<file path="src/pkg/osc_cal_pkg.sv">
// What this block does
// - Two separate calibration loops, one for the 2 MHz and one for the 32 MHz oscillator.
// - Per-loop reference bit: zero uses internal 32 kHz RC, one uses watch crystal.
// - An enabled loop keeps trimming its oscillator against the selected reference.
// - Sleep freezes loop state; after wake-up the loop continues from it.
// - A disabled loop keeps its last calibration value until enabled again.
// - Selecting a reference that is not stable is ignored.
// - Each loop holds a three-byte counter reference value in byte registers.
// - Counter reference values load from hardware at every reset.
// - Two-byte calibration value per loop, loaded by hardware at every reset.
// - The reset-loaded calibration value is where the loop starts adjusting.
// - Calibration starts at the first reference edge after the enable bit is set; the first step comes at the next one.
// - The 32 kHz RC trim changes only by software writes to its register and at reset, which loads 8'h80.
package osc_cal_pkg;
  // ****************************************
  // Sizes
  // ****************************************
  localparam int NUM_LOOPS = 2;
  localparam int LOOP_SLOW = 0;
  localparam int LOOP_FAST = 1;
  localparam int CAL_W = 16;
  localparam int CNT_W = 24;
  // ****************************************
  // Register map
  // ****************************************
  localparam logic [7:0] OFS_REF_SEL = 8'h00;
  localparam logic [7:0] OFS_LOW_TRIM = 8'h01;
  localparam logic [7:0] OFS_STATUS = 8'h02;
  localparam logic [3:0] PAGE_SLOW = 4'h1;
  localparam logic [3:0] PAGE_FAST = 4'h2;
  localparam logic [3:0] FLD_CTRL = 4'h0;
  localparam logic [3:0] FLD_CAL_LO = 4'h1;
  localparam logic [3:0] FLD_CAL_HI = 4'h2;
  localparam logic [3:0] FLD_CNT0 = 4'h3;
  localparam logic [3:0] FLD_CNT1 = 4'h4;
  localparam logic [3:0] FLD_CNT2 = 4'h5;
  // ****************************************
  // Fields and reset values
  // ****************************************
  localparam int SLOW_RC_REF_SEL_BIT = 0;
  localparam int FAST_RING_REF_SEL_BIT = 1;
  localparam int CTRL_EN_BIT = 0;
  localparam logic [1:0] REF_SEL_RST = 2'h0;
  localparam logic [7:0] LOW_TRIM_RST = 8'h80;
endpackage

</file>
<file path="src/verilog/osc_runtime_cal.sv">
// Chosen here: the address-and-strobe port and the register addresses.
`timescale 1ns/10ps
module osc_runtime_cal import osc_cal_pkg::*; (
  // Clock and reset
  input wire logic clk,
  input wire logic reset_n,
  // Register port
  input wire logic [7:0] reg_addr,
  input wire logic [7:0] reg_wdata,
  input wire logic reg_write,
  input wire logic reg_read,
  output logic [7:0] reg_rdata,
  // Oscillators and references, asynchronous
  input wire logic slow_osc_in,
  input wire logic fast_osc_in,
  input wire logic rc32k_in,
  input wire logic xtal32k_in,
  input wire logic rc32k_stable,
  input wire logic xtal32k_stable,
  // Power state, same clock
  input wire logic sleep,
  // Factory values taken after reset
  input wire logic [CAL_W-1:0] slow_factory_cal,
  input wire logic [CAL_W-1:0] fast_factory_cal,
  input wire logic [CNT_W-1:0] slow_factory_cnt,
  input wire logic [CNT_W-1:0] fast_factory_cnt,
  // Trim outputs
  output logic [CAL_W-1:0] slow_cal_out,
  output logic [CAL_W-1:0] fast_cal_out,
  output logic [7:0] low_rc_trim,
  output logic [1:0] loop_running
);

  // ****************************************
  // Helpers
  // ****************************************
  function automatic logic [CAL_W-1:0] step_cal(input logic [CAL_W-1:0] cal,
                                                input logic [CNT_W-1:0] meas,
                                                input logic [CNT_W-1:0] ref_cnt);
    logic [CAL_W-1:0] r;
    r = cal;
    // Too few edges means the oscillator is slow: raise the trim
    if (meas < ref_cnt && cal != {CAL_W{1'b1}}) begin
      r = cal + 1'b1;
    end else if (meas > ref_cnt && cal != '0) begin
      r = cal - 1'b1;
    end
    return r;
  endfunction

  function automatic logic [7:0] cnt_byte(input logic [CNT_W-1:0] v, input logic [3:0] fld);
    logic [7:0] r;
    r = 8'h00;
    case (fld)
      FLD_CNT0: r = v[7:0];
      FLD_CNT1: r = v[15:8];
      FLD_CNT2: r = v[23:16];
      default: r = 8'h00;
    endcase
    return r;
  endfunction

  // ****************************************
  // Input synchronisers
  // ****************************************
  logic [5:0] async_in;
  logic [5:0] sync1_q;
  logic [5:0] sync2_q;
  logic [3:0] sync3_q;
  logic [3:0] rise;
  logic rc_ok;
  logic xtal_ok;

  assign async_in = {xtal32k_stable, rc32k_stable, xtal32k_in, rc32k_in, fast_osc_in,
                     slow_osc_in};

  always_ff @(posedge clk or negedge reset_n) begin
    if (!reset_n) begin
      sync1_q <= '0;
      sync2_q <= '0;
      sync3_q <= '0;
    end else begin
      sync1_q <= async_in;
      sync2_q <= sync1_q;
      sync3_q <= sync2_q[3:0];
    end
  end

  // Edges are seen at clk rate, so the fast ring must arrive divided below clk/2
  assign rise = sync2_q[3:0] & ~sync3_q;
  assign rc_ok = sync2_q[4];
  assign xtal_ok = sync2_q[5];

  // ****************************************
  // Register decode
  // ****************************************
  logic [NUM_LOOPS-1:0] wr_loop;
  logic [3:0] fld;
  logic wr_ref_sel;
  logic wr_trim;

  assign fld = reg_addr[3:0];
  assign wr_loop[LOOP_SLOW] = reg_write && reg_addr[7:4] == PAGE_SLOW;
  assign wr_loop[LOOP_FAST] = reg_write && reg_addr[7:4] == PAGE_FAST;
  assign wr_ref_sel = reg_write && reg_addr == OFS_REF_SEL;
  assign wr_trim = reg_write && reg_addr == OFS_LOW_TRIM;

  // ****************************************
  // Reference select and trim
  // ****************************************
  logic [1:0] ref_sel_q;
  logic [7:0] trim_q;

  always_ff @(posedge clk or negedge reset_n) begin
    if (!reset_n) begin
      ref_sel_q <= REF_SEL_RST;
    end else if (wr_ref_sel) begin
      for (int i = 0; i < NUM_LOOPS; i++) begin
        // An unstable source is never taken; the old choice stays
        if (reg_wdata[i] ? xtal_ok : rc_ok) begin
          ref_sel_q[i] <= reg_wdata[i];
        end
      end
    end
  end

  always_ff @(posedge clk or negedge reset_n) begin
    if (!reset_n) begin
      trim_q <= LOW_TRIM_RST;
    end else if (wr_trim) begin
      trim_q <= reg_wdata;
    end
  end

  // ****************************************
  // Factory load after reset release
  // ****************************************
  logic load_q;
  logic [CAL_W-1:0] fac_cal [NUM_LOOPS];
  logic [CNT_W-1:0] fac_cnt [NUM_LOOPS];

  assign fac_cal[LOOP_SLOW] = slow_factory_cal;
  assign fac_cal[LOOP_FAST] = fast_factory_cal;
  assign fac_cnt[LOOP_SLOW] = slow_factory_cnt;
  assign fac_cnt[LOOP_FAST] = fast_factory_cnt;

  always_ff @(posedge clk or negedge reset_n) begin
    if (!reset_n) begin
      load_q <= 1'b1;
    end else begin
      load_q <= 1'b0;
    end
  end

  // ****************************************
  // Loops
  // ****************************************
  logic [NUM_LOOPS-1:0] en_q;
  logic [NUM_LOOPS-1:0] started_q;
  logic [NUM_LOOPS-1:0] ref_edge;
  logic [NUM_LOOPS-1:0] osc_edge;
  logic [NUM_LOOPS-1:0] adj;
  logic [CAL_W-1:0] cal_q [NUM_LOOPS];
  logic [CNT_W-1:0] cnt_ref_q [NUM_LOOPS];
  logic [CNT_W-1:0] meas_q [NUM_LOOPS];

  always_comb begin
    for (int i = 0; i < NUM_LOOPS; i++) begin
      ref_edge[i] = ref_sel_q[i] ? rise[3] : rise[2];
      osc_edge[i] = rise[i];
      adj[i] = en_q[i] && !sleep && started_q[i] && ref_edge[i];
    end
  end

  always_ff @(posedge clk or negedge reset_n) begin
    if (!reset_n) begin
      en_q <= '0;
    end else begin
      for (int i = 0; i < NUM_LOOPS; i++) begin
        if (wr_loop[i] && fld == FLD_CTRL) begin
          en_q[i] <= reg_wdata[CTRL_EN_BIT];
        end
      end
    end
  end

  always_ff @(posedge clk or negedge reset_n) begin
    if (!reset_n) begin
      started_q <= '0;
    end else begin
      for (int i = 0; i < NUM_LOOPS; i++) begin
        if (!en_q[i]) begin
          started_q[i] <= 1'b0;
        end else if (!sleep && ref_edge[i]) begin
          started_q[i] <= 1'b1;
        end
      end
    end
  end

  // Measurement window runs from one reference edge to the next
  always_ff @(posedge clk or negedge reset_n) begin
    if (!reset_n) begin
      for (int i = 0; i < NUM_LOOPS; i++) begin
        meas_q[i] <= '0;
      end
    end else begin
      for (int i = 0; i < NUM_LOOPS; i++) begin
        if (!en_q[i]) begin
          meas_q[i] <= '0;
        end else if (sleep) begin
          meas_q[i] <= meas_q[i];
        end else if (ref_edge[i]) begin
          meas_q[i] <= '0;
        end else if (osc_edge[i] && meas_q[i] != {CNT_W{1'b1}}) begin
          meas_q[i] <= meas_q[i] + 1'b1;
        end
      end
    end
  end

  always_ff @(posedge clk or negedge reset_n) begin
    if (!reset_n) begin
      for (int i = 0; i < NUM_LOOPS; i++) begin
        cal_q[i] <= '0;
      end
    end else begin
      for (int i = 0; i < NUM_LOOPS; i++) begin
        if (load_q) begin
          cal_q[i] <= fac_cal[i];
        end else if (wr_loop[i] && fld == FLD_CAL_LO) begin
          cal_q[i][7:0] <= reg_wdata;
        end else if (wr_loop[i] && fld == FLD_CAL_HI) begin
          cal_q[i][15:8] <= reg_wdata;
        end else if (adj[i]) begin
          cal_q[i] <= step_cal(cal_q[i], meas_q[i], cnt_ref_q[i]);
        end
      end
    end
  end

  always_ff @(posedge clk or negedge reset_n) begin
    if (!reset_n) begin
      for (int i = 0; i < NUM_LOOPS; i++) begin
        cnt_ref_q[i] <= '0;
      end
    end else begin
      for (int i = 0; i < NUM_LOOPS; i++) begin
        if (load_q) begin
          cnt_ref_q[i] <= fac_cnt[i];
        end else if (wr_loop[i] && fld == FLD_CNT0) begin
          cnt_ref_q[i][7:0] <= reg_wdata;
        end else if (wr_loop[i] && fld == FLD_CNT1) begin
          cnt_ref_q[i][15:8] <= reg_wdata;
        end else if (wr_loop[i] && fld == FLD_CNT2) begin
          cnt_ref_q[i][23:16] <= reg_wdata;
        end
      end
    end
  end

  assign slow_cal_out = cal_q[LOOP_SLOW];
  assign fast_cal_out = cal_q[LOOP_FAST];
  assign low_rc_trim = trim_q;
  assign loop_running = en_q & started_q;

  // ****************************************
  // Read data
  // ****************************************
  logic [7:0] rdata_q;
  logic [7:0] rd_d;
  logic rd_hit;
  int rd_idx;

  always_comb begin
    rd_d = 8'h00;
    rd_hit = 1'b0;
    rd_idx = LOOP_SLOW;
    if (reg_addr[7:4] == PAGE_FAST) begin
      rd_idx = LOOP_FAST;
    end
    if (reg_addr == OFS_REF_SEL) begin
      rd_d = {6'h00, ref_sel_q};
    end else if (reg_addr == OFS_LOW_TRIM) begin
      rd_d = trim_q;
    end else if (reg_addr == OFS_STATUS) begin
      rd_d = {4'h0, xtal_ok, rc_ok, en_q & started_q};
    end else if (reg_addr[7:4] == PAGE_SLOW || reg_addr[7:4] == PAGE_FAST) begin
      rd_hit = 1'b1;
    end
    if (rd_hit) begin
      case (fld)
        FLD_CTRL: rd_d = {7'h00, en_q[rd_idx]};
        FLD_CAL_LO: rd_d = cal_q[rd_idx][7:0];
        FLD_CAL_HI: rd_d = cal_q[rd_idx][15:8];
        default: rd_d = cnt_byte(cnt_ref_q[rd_idx], fld);
      endcase
    end
  end

  always_ff @(posedge clk or negedge reset_n) begin
    if (!reset_n) begin
      rdata_q <= 8'h00;
    end else if (reg_read) begin
      rdata_q <= rd_d;
    end else begin
      rdata_q <= 8'h00;
    end
  end

  assign reg_rdata = rdata_q;

  // ****************************************
  // Checks
  // ****************************************
  property p_ref_reject;
    @(posedge clk) disable iff (!reset_n)
    wr_ref_sel && reg_wdata[0] && !xtal_ok |=> ref_sel_q[0] == $past(ref_sel_q[0]);
  endproperty
  a_ref_reject: assert property (p_ref_reject) else $error("unstable reference taken");

  property p_ref_take;
    @(posedge clk) disable iff (!reset_n)
    wr_ref_sel && xtal_ok && reg_wdata[1] |=> ref_sel_q[1];
  endproperty
  a_ref_take: assert property (p_ref_take) else $error("stable reference not taken");

  property p_enable_start;
    @(posedge clk) disable iff (!reset_n)
    wr_loop[0] && fld == FLD_CTRL && reg_wdata[CTRL_EN_BIT] |=> en_q[0];
  endproperty
  a_enable_start: assert property (p_enable_start) else $error("enable not taken");

  property p_hold_off;
    @(posedge clk) disable iff (!reset_n)
    !en_q[1] && !load_q && !wr_loop[1] |=> cal_q[1] == $past(cal_q[1]);
  endproperty
  a_hold_off: assert property (p_hold_off) else $error("disabled loop moved");

  property p_sleep_freeze;
    @(posedge clk) disable iff (!reset_n)
    sleep && en_q[0] && !wr_loop[0] ##1 en_q[0] |-> $stable(meas_q[0]) && $stable(cal_q[0]);
  endproperty
  a_sleep_freeze: assert property (p_sleep_freeze) else $error("sleep did not freeze");

  property p_step_up;
    @(posedge clk) disable iff (!reset_n)
    adj[0] && !wr_loop[0] && meas_q[0] < cnt_ref_q[0] && cal_q[0] != 16'hffff
    |=> cal_q[0] == $past(cal_q[0]) + 16'h0001;
  endproperty
  a_step_up: assert property (p_step_up) else $error("trim did not step up");

  property p_step_down;
    @(posedge clk) disable iff (!reset_n)
    adj[1] && !wr_loop[1] && meas_q[1] > cnt_ref_q[1] && cal_q[1] != 16'h0000
    |=> cal_q[1] == $past(cal_q[1]) - 16'h0001;
  endproperty
  a_step_down: assert property (p_step_down) else $error("trim did not step down");

  property p_factory;
    @(posedge clk) disable iff (!reset_n)
    load_q |=> cal_q[0] == $past(slow_factory_cal) && cnt_ref_q[1] == $past(fast_factory_cnt);
  endproperty
  a_factory: assert property (p_factory) else $error("factory load missing");

  property p_trim_hold;
    @(posedge clk) disable iff (!reset_n)
    !wr_trim |=> $stable(trim_q);
  endproperty
  a_trim_hold: assert property (p_trim_hold) else $error("trim moved on its own");

endmodule

</file>
<file path="config.mk">
export PLATFORM = sky130hd
export DESIGN_NAME = osc_runtime_cal
export DESIGN_NICKNAME = d
export VERILOG_FILES = /design/src/pkg/osc_cal_pkg.sv /design/src/verilog/osc_runtime_cal.sv
export SDC_FILE = /design/constraint.sdc
export NUM_CORES = 1
export LEC_CHECK = 0
export ABC_AREA = 1
export BUFFER_PORTS_ARGS = -buffer_cell sky130_fd_sc_hd__buf_2
export CELL_PAD_IN_SITES_DETAIL_PLACEMENT = 0
export CELL_PAD_IN_SITES_GLOBAL_PLACEMENT = 2
export CORE_ASPECT_RATIO = 1.2
export CORE_MARGIN = 5
export CORE_UTILIZATION = 30
export DETAILED_ROUTE_END_ITERATION = 8
export PLACE_DENSITY_LB_ADDON = 0.1
export SLEW_MARGIN = 20
export SYNTH_ARGS = -nofsm -noshare
export SYNTH_HDL_FRONTEND = slang
export SYNTH_SLANG_ARGS = --single-unit
</file>
<file path="constraint.sdc">
create_clock -name clk -period 3.6 [get_ports clk]
set_clock_uncertainty 0.2 [all_clocks]
set_input_delay 0.18 -clock clk [delete_from_list [all_inputs] [get_ports clk]]
set_output_delay 0.18 -clock clk [all_outputs]
set_load 0.02 [all_outputs]
</file>
==> results of run 1 <==
==> layer usage <==
layer	up-vias	wire length, um	share of wire [%]
met3	63	2099	4.1
li1	6448	-	-
met5	-	0	0
met4	0	1332	2.6
met1	6104	22460	44
met2	321	25530	50
==> per-stage QoR <==
stage / hold WS, ns / instances
floorplan: -0.3156 / 1696
global placement: -0.03597 / 2474
detailed placement: -0.03582 / 2474
CTS: 0.02857 / 2607
global route: 0.06256 / 2620
finish: 0.01619 / 2621
==> logic make-up (layout without fill, tap and decap cells) <==
group                      count (synthesis)  count (layout)  synth area share [%]
xor gates and xnor gates                  37              37                 2.657
buffers and inverters                    242             626                 7.818
adders and majority gates                 82              82                 8.537
muxes                                      5               5                0.6156
DFF                                      167             167                 34.29
and+or+nand+nor                          802             803                 29.57
AOI/OAI and AO/OA                        360             360                 16.48
other                                      1               2               0.03075
==> registers in the layout, indices dropped and copies added (netlist names) <==
register	cells
sync2_q	6
cnt_ref_q	48
low_rc_trim	8
load_q	1
sync3_q	4
started_q	2
sync1_q	6
ref_sel_q	2
meas_q	48
slow_cal_out	16
reg_rdata	8
fast_cal_out	16
en_q	2
==> final cells by class <==
cell class | instances | share of cell area, %
flip-flops and latches | 167 | 25.32
multi-input cells | 1288 | 45.23
diodes | 1 | 0.01514
clock buffers | 20 | 2.824
repair buffers | 396 | 17.35
well taps | 539 | 4.080
clock inverters | 12 | 0.6813
inverters | 198 | 4.497
==> critical path: cells and delay by family (launching register included) <==
family	cells	cell delay (ns)
compound gates	4	0.51
fa+ha+maj	2	0.64
buf+inv	5	0.62
flops	1	0.43
simple gates	10	0.96
==> Yosys cell counts (all sizes together) (3+ instances only) <==
cell type    n  share of area [%]
and3         3               0.15
a31oi        3               0.15
nor4        21                1.3
a211oi       3               0.18
clkbuf      19               0.58
mux2         5               0.62
nand3      125                5.4
nand3b       4               0.35
o21a         5               0.31
o21bai       5               0.31
nand4       28                1.4
o221ai       3               0.22
nor3        53                2.6
xnor2        8               0.57
nor2       145                5.0
a22oi        8               0.49
o22ai        8               0.41
ha          80                8.2
a21oi      150                6.4
nor3b        7               0.43
buf         25                1.1
nand2      412                 13
o21ai      146                6.2
o211ai      12               0.74
dfrtp      165                 34
xor2        29                2.1
inv        197                6.1
a21o        10               0.62
==> final timing paths <==
check | endpoint | slack, ns | cells after the start
setup reg to reg | slow_cal_out[10]$_DFFE_PN0P_ | 0.17 | 21
hold reg to reg | sync2_q[1]$_DFF_PN0_ | 0.15 | 0
min in group clk | en_q[1]$_DFFE_PN0P_ | 0.04 | 6
hold / removal | sync2_q[2]$_DFF_PN0_ | 0.02 | 2
max in group asynchronous | fast_cal_out[10]$_DFFE_PN0P_ | 2.34 | 3
setup / recovery | slow_cal_out[10]$_DFFE_PN0P_ | 0.17 | 21
==> power breakdown <==
part	switching, mW	total (mW)	internal, mW
Clock	0.910	1.87	0.962
Sequential	0.197	2.28	2.08
Combinational	1.47	2.38	0.914
==> placed cells by master, fill, tap and decap left out, drive strengths merged, types with 2 or more instances in the layout <==
| cell type | n |
|---|---|
| nand2 | 412 |
| buf | 297 |
| inv | 202 |
| dfrtp | 165 |
| a21oi | 150 |
| o21ai | 146 |
| nor2 | 145 |
| nand3 | 126 |
| dlygate4sd3 | 99 |
| ha | 80 |
| nor3 | 53 |
| xor2 | 29 |
| nand4 | 28 |
| nor4 | 21 |
| clkbuf | 20 |
| o211ai | 12 |
| a21o | 10 |
| o22ai | 8 |
| xnor2 | 8 |
| a22oi | 8 |
| nor3b | 7 |
| clkinv | 6 |
| mux2 | 5 |
| o21a | 5 |
| o21bai | 5 |
| nand3b | 4 |
| a211oi | 3 |
| and3 | 3 |
| a31oi | 3 |
| o221ai | 3 |
| a221oi | 2 |
| or2 | 2 |
| a32oi | 2 |
| clkinvlp | 2 |
| a21boi | 2 |
| fa | 2 |
| dfstp | 2 |
==> what timing repair did <==
action,4_1_cts,5_1_grt
cloned,1,0
endpoints found under the hold margin,240,0
pin swaps,1,17
buffers inserted,1,13
hold buffers,99,0
resized for setup,3,87
setup endpoints to repair,5,25
==> flow_summary.json, run 1 <==
{
  "status": "completed",
  "ant_nets": 0,
  "yosysSeqAreaShare_pct": 34.29,
  "grt.busiest_layer": "met2",
  "final_core_util_pct": 40.87,
  "grt_pass1_vias": 13175,
  "synthCells": 1696,
  "required_ns": 3.80,
  "area_delta_synth_final_pct": 35.54,
  "synth_warnings": 0,
  "rsz0062_at_grt": "true",
  "crit_chain": "ha_1, nand2_1, nor2_2, nand4_1, inv_2, a21oi_4, buf_4, nand3_4, buf_6, inv_1, fa_2, o21ai_2, buf_6, a21o_1, nand2_1, a21o_1, nand3_1, nand2_1, nand2_1, nand2_1, nand2_1",
  "cts_made_buffers": 17,
  "cpMostUsedCell": "nand2_1",
  "layout-drive-gt1-share_pct": 22.39,
  "gr-usage-all-layers_pct": 22.72,
  "core-area_um2": 40440,
  "grt_first_pass_wirelength_um": 78240,
  "worstPathArrival_ns": 3.63,
  "row_count": 81,
  "grtUsageMet3_pct": 3.780,
  "grt_use_met2_pct": 39.83,
  "clk_pin_slew_ns": 0.07,
  "grt_max_degree": 68,
  "overflow": 0,
  "dp_hpwl_um": 39820,
  "ys_ff_latch": 167,
  "ios": 157,
  "vias": 12936,
  "synth_nets": 1885,
  "vdd_drop_max_mv": 0.2981,
  "first_iter_violations": 718,
  "post_drt_via_cell_ratio": 4.936,
  "portBuffers": 156,
  "power.density_nw_per_um2": 395.1,
  "cp_slowest_cell": "dfrtp_1",
  "async_flop_share_pct": 100.0,
  "crit_type": "flop to flop",
  "cts_sinks": 167,
  "cts_tree": "done",
  "syn_area_per_cell_um2": 7.190,
  "fillers": 4282,
  "place_ws_ns": -0.02832,
  "p_leak_nw": 8.149,
  "gp_congestion": 0.8706,
  "finalSetupTns_ns": 0,
  "tightestPinTransition_ns": 1.022,
  "setup_viol_count_final": 0,
  "placed_area_um2": 14420,
  "hold_viol": 0,
  "crit_path_start_kind": "flop",
  "ff_latch_area_um2": 4185,
  "critPathLaunch": "meas_q[44]$_DFFE_PN0P_",
  "max-cap-violations": 0,
  "wl_per_cell_um": 19.62,
  "cts.path.max_buffers": 2,
  "slew_headroom_pct": 31.85,
  "clk_latency_ns": 0.47,
  "layout_min_cycle_time_ns": 3.427,
  "antenna_found_initial": 1,
  "cp_max_fo": 5,
  "power.total_mw": 6.531,
  "multi_input_area_um2": 7476,
  "hold_class": "input pin to async pin",
  "ys_types": 59,
  "firstDrtPassIters": 5,
  "worstReg2RegStart": "meas_q[44]$_DFFE_PN0P_",
  "synth_edf_count": 0,
  "fin_area_um2": 16530,
  "drc": 0,
  "mappedNetlistArea_um2": 12190,
  "initial_core_util_pct": 30.16,
  "nets": 2257,
  "die_h_um": 230.9,
  "slew_viol_final": 0,
  "synth_ff_type": "dfrtp_1",
  "grtUsageMet1_pct": 28.85,
  "crit_path_max_incr_delay_ns": 0.43,
  "end_kind": "flop",
  "die_x_um": 194.0,
  "period_share_pct": 95.19,
  "cts_root_buf": "clkbuf_16",
  "max_freq_ghz": 0.2918,
  "fin_ws_ns": 0.1732,
  "dieArea_um2": 44800,
  "cts_max_level": 4,
  "routed_wl_um": 51430
}
(Power assumes the default switching activity.)
==> run 2: changes to the inputs <==
- CELL_PAD_IN_SITES_DETAIL_PLACEMENT: 0 -> 1
- CELL_PAD_IN_SITES_GLOBAL_PLACEMENT: 2 -> 1
- CORE_UTILIZATION: 30 -> 39
==> run 2 against run 1 <==
Effect of this change:
- utilization rose by 11 points
- register-to-register slack better by 0.02 ns
- worst hold slack better by 0.076 ns
- sequential share of layout area up 0.45 points
- power increased by 1.1%
- die area shrank 22%
- fmax grew 0.61%
- flip-flop and latch count did not move
- critical path depth is 2 lower
- first-iteration DRC count grew 7.0%
==> flow_summary.json, run 2 (synthesized netlist as in run 1, its figures left out) <==
{
  "p_leak_nw": 8.050,
  "hold_viol": 0,
  "cts.path.max_buffers": 2,
  "grt_first_pass_wirelength_um": 79180,
  "worstReg2RegStart": "cnt_ref_q[39]$_DFFE_PN0P_",
  "required_ns": 3.73,
  "layout-drive-gt1-share_pct": 21.75,
  "grt_max_degree": 85,
  "cts_sinks": 167,
  "min_to": "en_q[0]$_DFFE_PN0P_",
  "cp_slowest_cell": "dfrtp_1",
  "first_iter_violations": 768,
  "crit_buf_inv": 3,
  "initial_core_util_pct": 39.22,
  "core-area_um2": 31090,
  "dp_hpwl_um": 38810,
  "end_kind": "flop",
  "final_common_cell": "nand2_1",
  "ant_nets": 0,
  "gp_congestion": 0.9305,
  "fin_area_um2": 16240,
  "grt_pass1_vias": 14493,
  "max-cap-violations": 0,
  "min_path_cells": 6,
  "switching_share_pct": 38.87,
  "slew_viol_final": 0,
  "gr-usage-all-layers_pct": 29.47,
  "cp_top_family": "simple AND/OR/NAND/NOR gates",
  "crit_path_max_incr_delay_ns": 0.36,
  "rr_worst_depth": 19,
  "multi_input_area_um2": 7458,
  "cts_made_buffers": 17,
  "routed_wl_um": 52410,
  "cp_max_fo": 8,
  "crit_chain": "inv_1, ha_1, a21o_1, nor2_2, nand2_2, a21oi_4, nand3_4, buf_4, ha_1, a21oi_4, nand2_2, nand3_1, nand2_1, buf_4, or2_2, nand3_1, o211ai_1, nand2_1, nand2_1",
  "worstPathArrival_ns": 3.54,
  "firstDrtPassIters": 6,
  "clk_pin_slew_ns": 0.07,
  "hold_class": "input pin to flop",
  "ios": 157,
  "cpMostUsedCell": "nand2_1",
  "cts_root_buf": "clkbuf_16",
  "die_x_um": 171.4,
  "cts_max_level": 4,
  "drc": 0,
  "hold-worst-slack_ns": 0.09174,
  "overflow": 0,
  "vias": 13537,
  "crit_path_start_kind": "flop",
  "status": "completed",
  "rsz0062_at_grt": "true",
  "r2r_end": "slow_cal_out[7]$_DFFE_PN0P_",
  "tightestPinTransition_ns": 1.028,
  "fillers": 3963,
  "r2r_setup_slack_ns": 0.19,
  "largest_registers": "cnt_ref_q (48), meas_q (48)",
  "antenna_found_initial": 3,
  "row_count": 71,
  "clk_latency_ns": 0.45,
  "power.density_nw_per_um2": 406.6,
  "cp.depth": 19,
  "power_frac_clock_pct": 29.0,
  "combPwrFrac_pct": 36.5,
  "crit_type": "flop to flop",
  "switching_power_mw": 2.566,
  "period_share_pct": 94.61,
  "dieArea_um2": 34920,
  "placed_area_um2": 14100,
  "slew_headroom_pct": 31.18,
  "portBuffers": 156,
  "ff_latch_area_um2": 4185,
  "area_delta_synth_final_pct": 33.15,
  "post_drt_via_cell_ratio": 5.494,
  "final_cell_mix": "nand2_1 (391), inv_1 (177), dfrtp_1 (165)",
  "nets": 2236,
  "internal_power_mw": 4.035,
  "die_h_um": 203.7,
  "max_freq_ghz": 0.2936,
  "cts_tree": "done",
  "wl_per_cell_um": 21.27,
  "vdd_drop_max_mv": 0.3073,
  "pwr-share-seq_pct": 34.5,
  "min_from": "reg_addr[0]",
  "setup_viol_count_final": 0,
  "layout_min_cycle_time_ns": 3.406
}
## run 2: worst max path at each step
stage | startpoint | endpoint | slack (ns)
after floorplan | meas_q[15]$_DFFE_PN0P_ | fast_cal_out[9]$_DFFE_PN0P_ | 0.16
after global placement | cnt_ref_q[43]$_DFFE_PN0P_ | slow_cal_out[14]$_DFFE_PN0P_ | -0.08
after detailed placement | cnt_ref_q[47]$_DFFE_PN0P_ | slow_cal_out[15]$_DFFE_PN0P_ | -0.19
after CTS | cnt_ref_q[23]$_DFFE_PN0P_ | fast_cal_out[14]$_DFFE_PN0P_ | 0.004
after global routing | cnt_ref_q[47]$_DFFE_PN0P_ | slow_cal_out[15]$_DFFE_PN0P_ | -0.06
final | cnt_ref_q[39]$_DFFE_PN0P_ | slow_cal_out[7]$_DFFE_PN0P_ | 0.19
## run 2: per-layer routing
layer	global-route usage [%]	vias to the layer above	part of all wire (%)
met4	13.73	0	4.8
met3	5.273	133	4.8
met5	0	-	0
met2	51.81	423	50
li1	-	6392	-
met1	34.53	6589	40
## run 2: stage by stage
stage | worst slack [ns] | power, mW | setup TNS (ns) | instances | util, %
2_1_floorplan | 0.1626 | 3.465 | 0 | 1696 | -
3_3_place_gp | -0.08110 | 4.382 | -0.1584 | 2314 | 45.34
3_5_place_dp | -0.1872 | 4.445 | -0.8046 | 2314 | 45.34
4_1_cts | 0.004429 | 6.447 | 0 | 2445 | 50.50
5_1_grt | -0.06453 | 6.932 | -0.1815 | 2462 | 52.21
6_report | 0.1941 | 6.602 | 0 | 2464 | 52.22
## run 2: power by group through the flow
| stage | logic (mW) | clock network (mW) | registers, mW |
|---|---|---|---|
| after floorplan | 1.04 | 0 | 2.43 |
| after global routing | 2.62 | 2.02 | 2.30 |
| final | 2.41 | 1.91 | 2.28 |
| after detailed placement | 2.13 | 0 | 2.31 |
| after CTS | 2.23 | 1.94 | 2.27 |
| after global placement | 2.08 | 0 | 2.31 |
## run 2: repair_timing
action / 4_1_cts / 5_1_grt
hold endpoints to repair: 181 / 0
gates cloned: 0 / 2
setup buffers: 0 / 14
gates resized for setup: 6 / 91
pin swaps: 1 / 22
endpoints found under the setup margin: 12 / 23
hold buffers: 99 / 0
## run 2: final cells by class
type                       count  share of cell area [%]
clock inverter                13                  0.8862
clock buffer                  19                   2.728
timing repair buffer         376                   16.96
sequential                   167                   25.78
tap                          401                   3.090
multi-input combinational   1287                   45.94
antenna                        3                 0.04624
inverter                     198                   4.577
## run 2: worst register-to-register path, cell delays in order (launching register included)
cell and delay [ns]:
dfrtp_1 0.36, inv_1 0.08, ha_1 0.32, a21o_1 0.19
nor2_2 0.12, nand2_2 0.09, a21oi_4 0.21, nand3_4 0.17
buf_4 0.19, ha_1 0.21, a21oi_4 0.17, nand2_2 0.10
nand3_1 0.08, nand2_1 0.09, buf_4 0.15, or2_2 0.27
nand3_1 0.08, o211ai_1 0.08, nand2_1 0.08, nand2_1 0.07
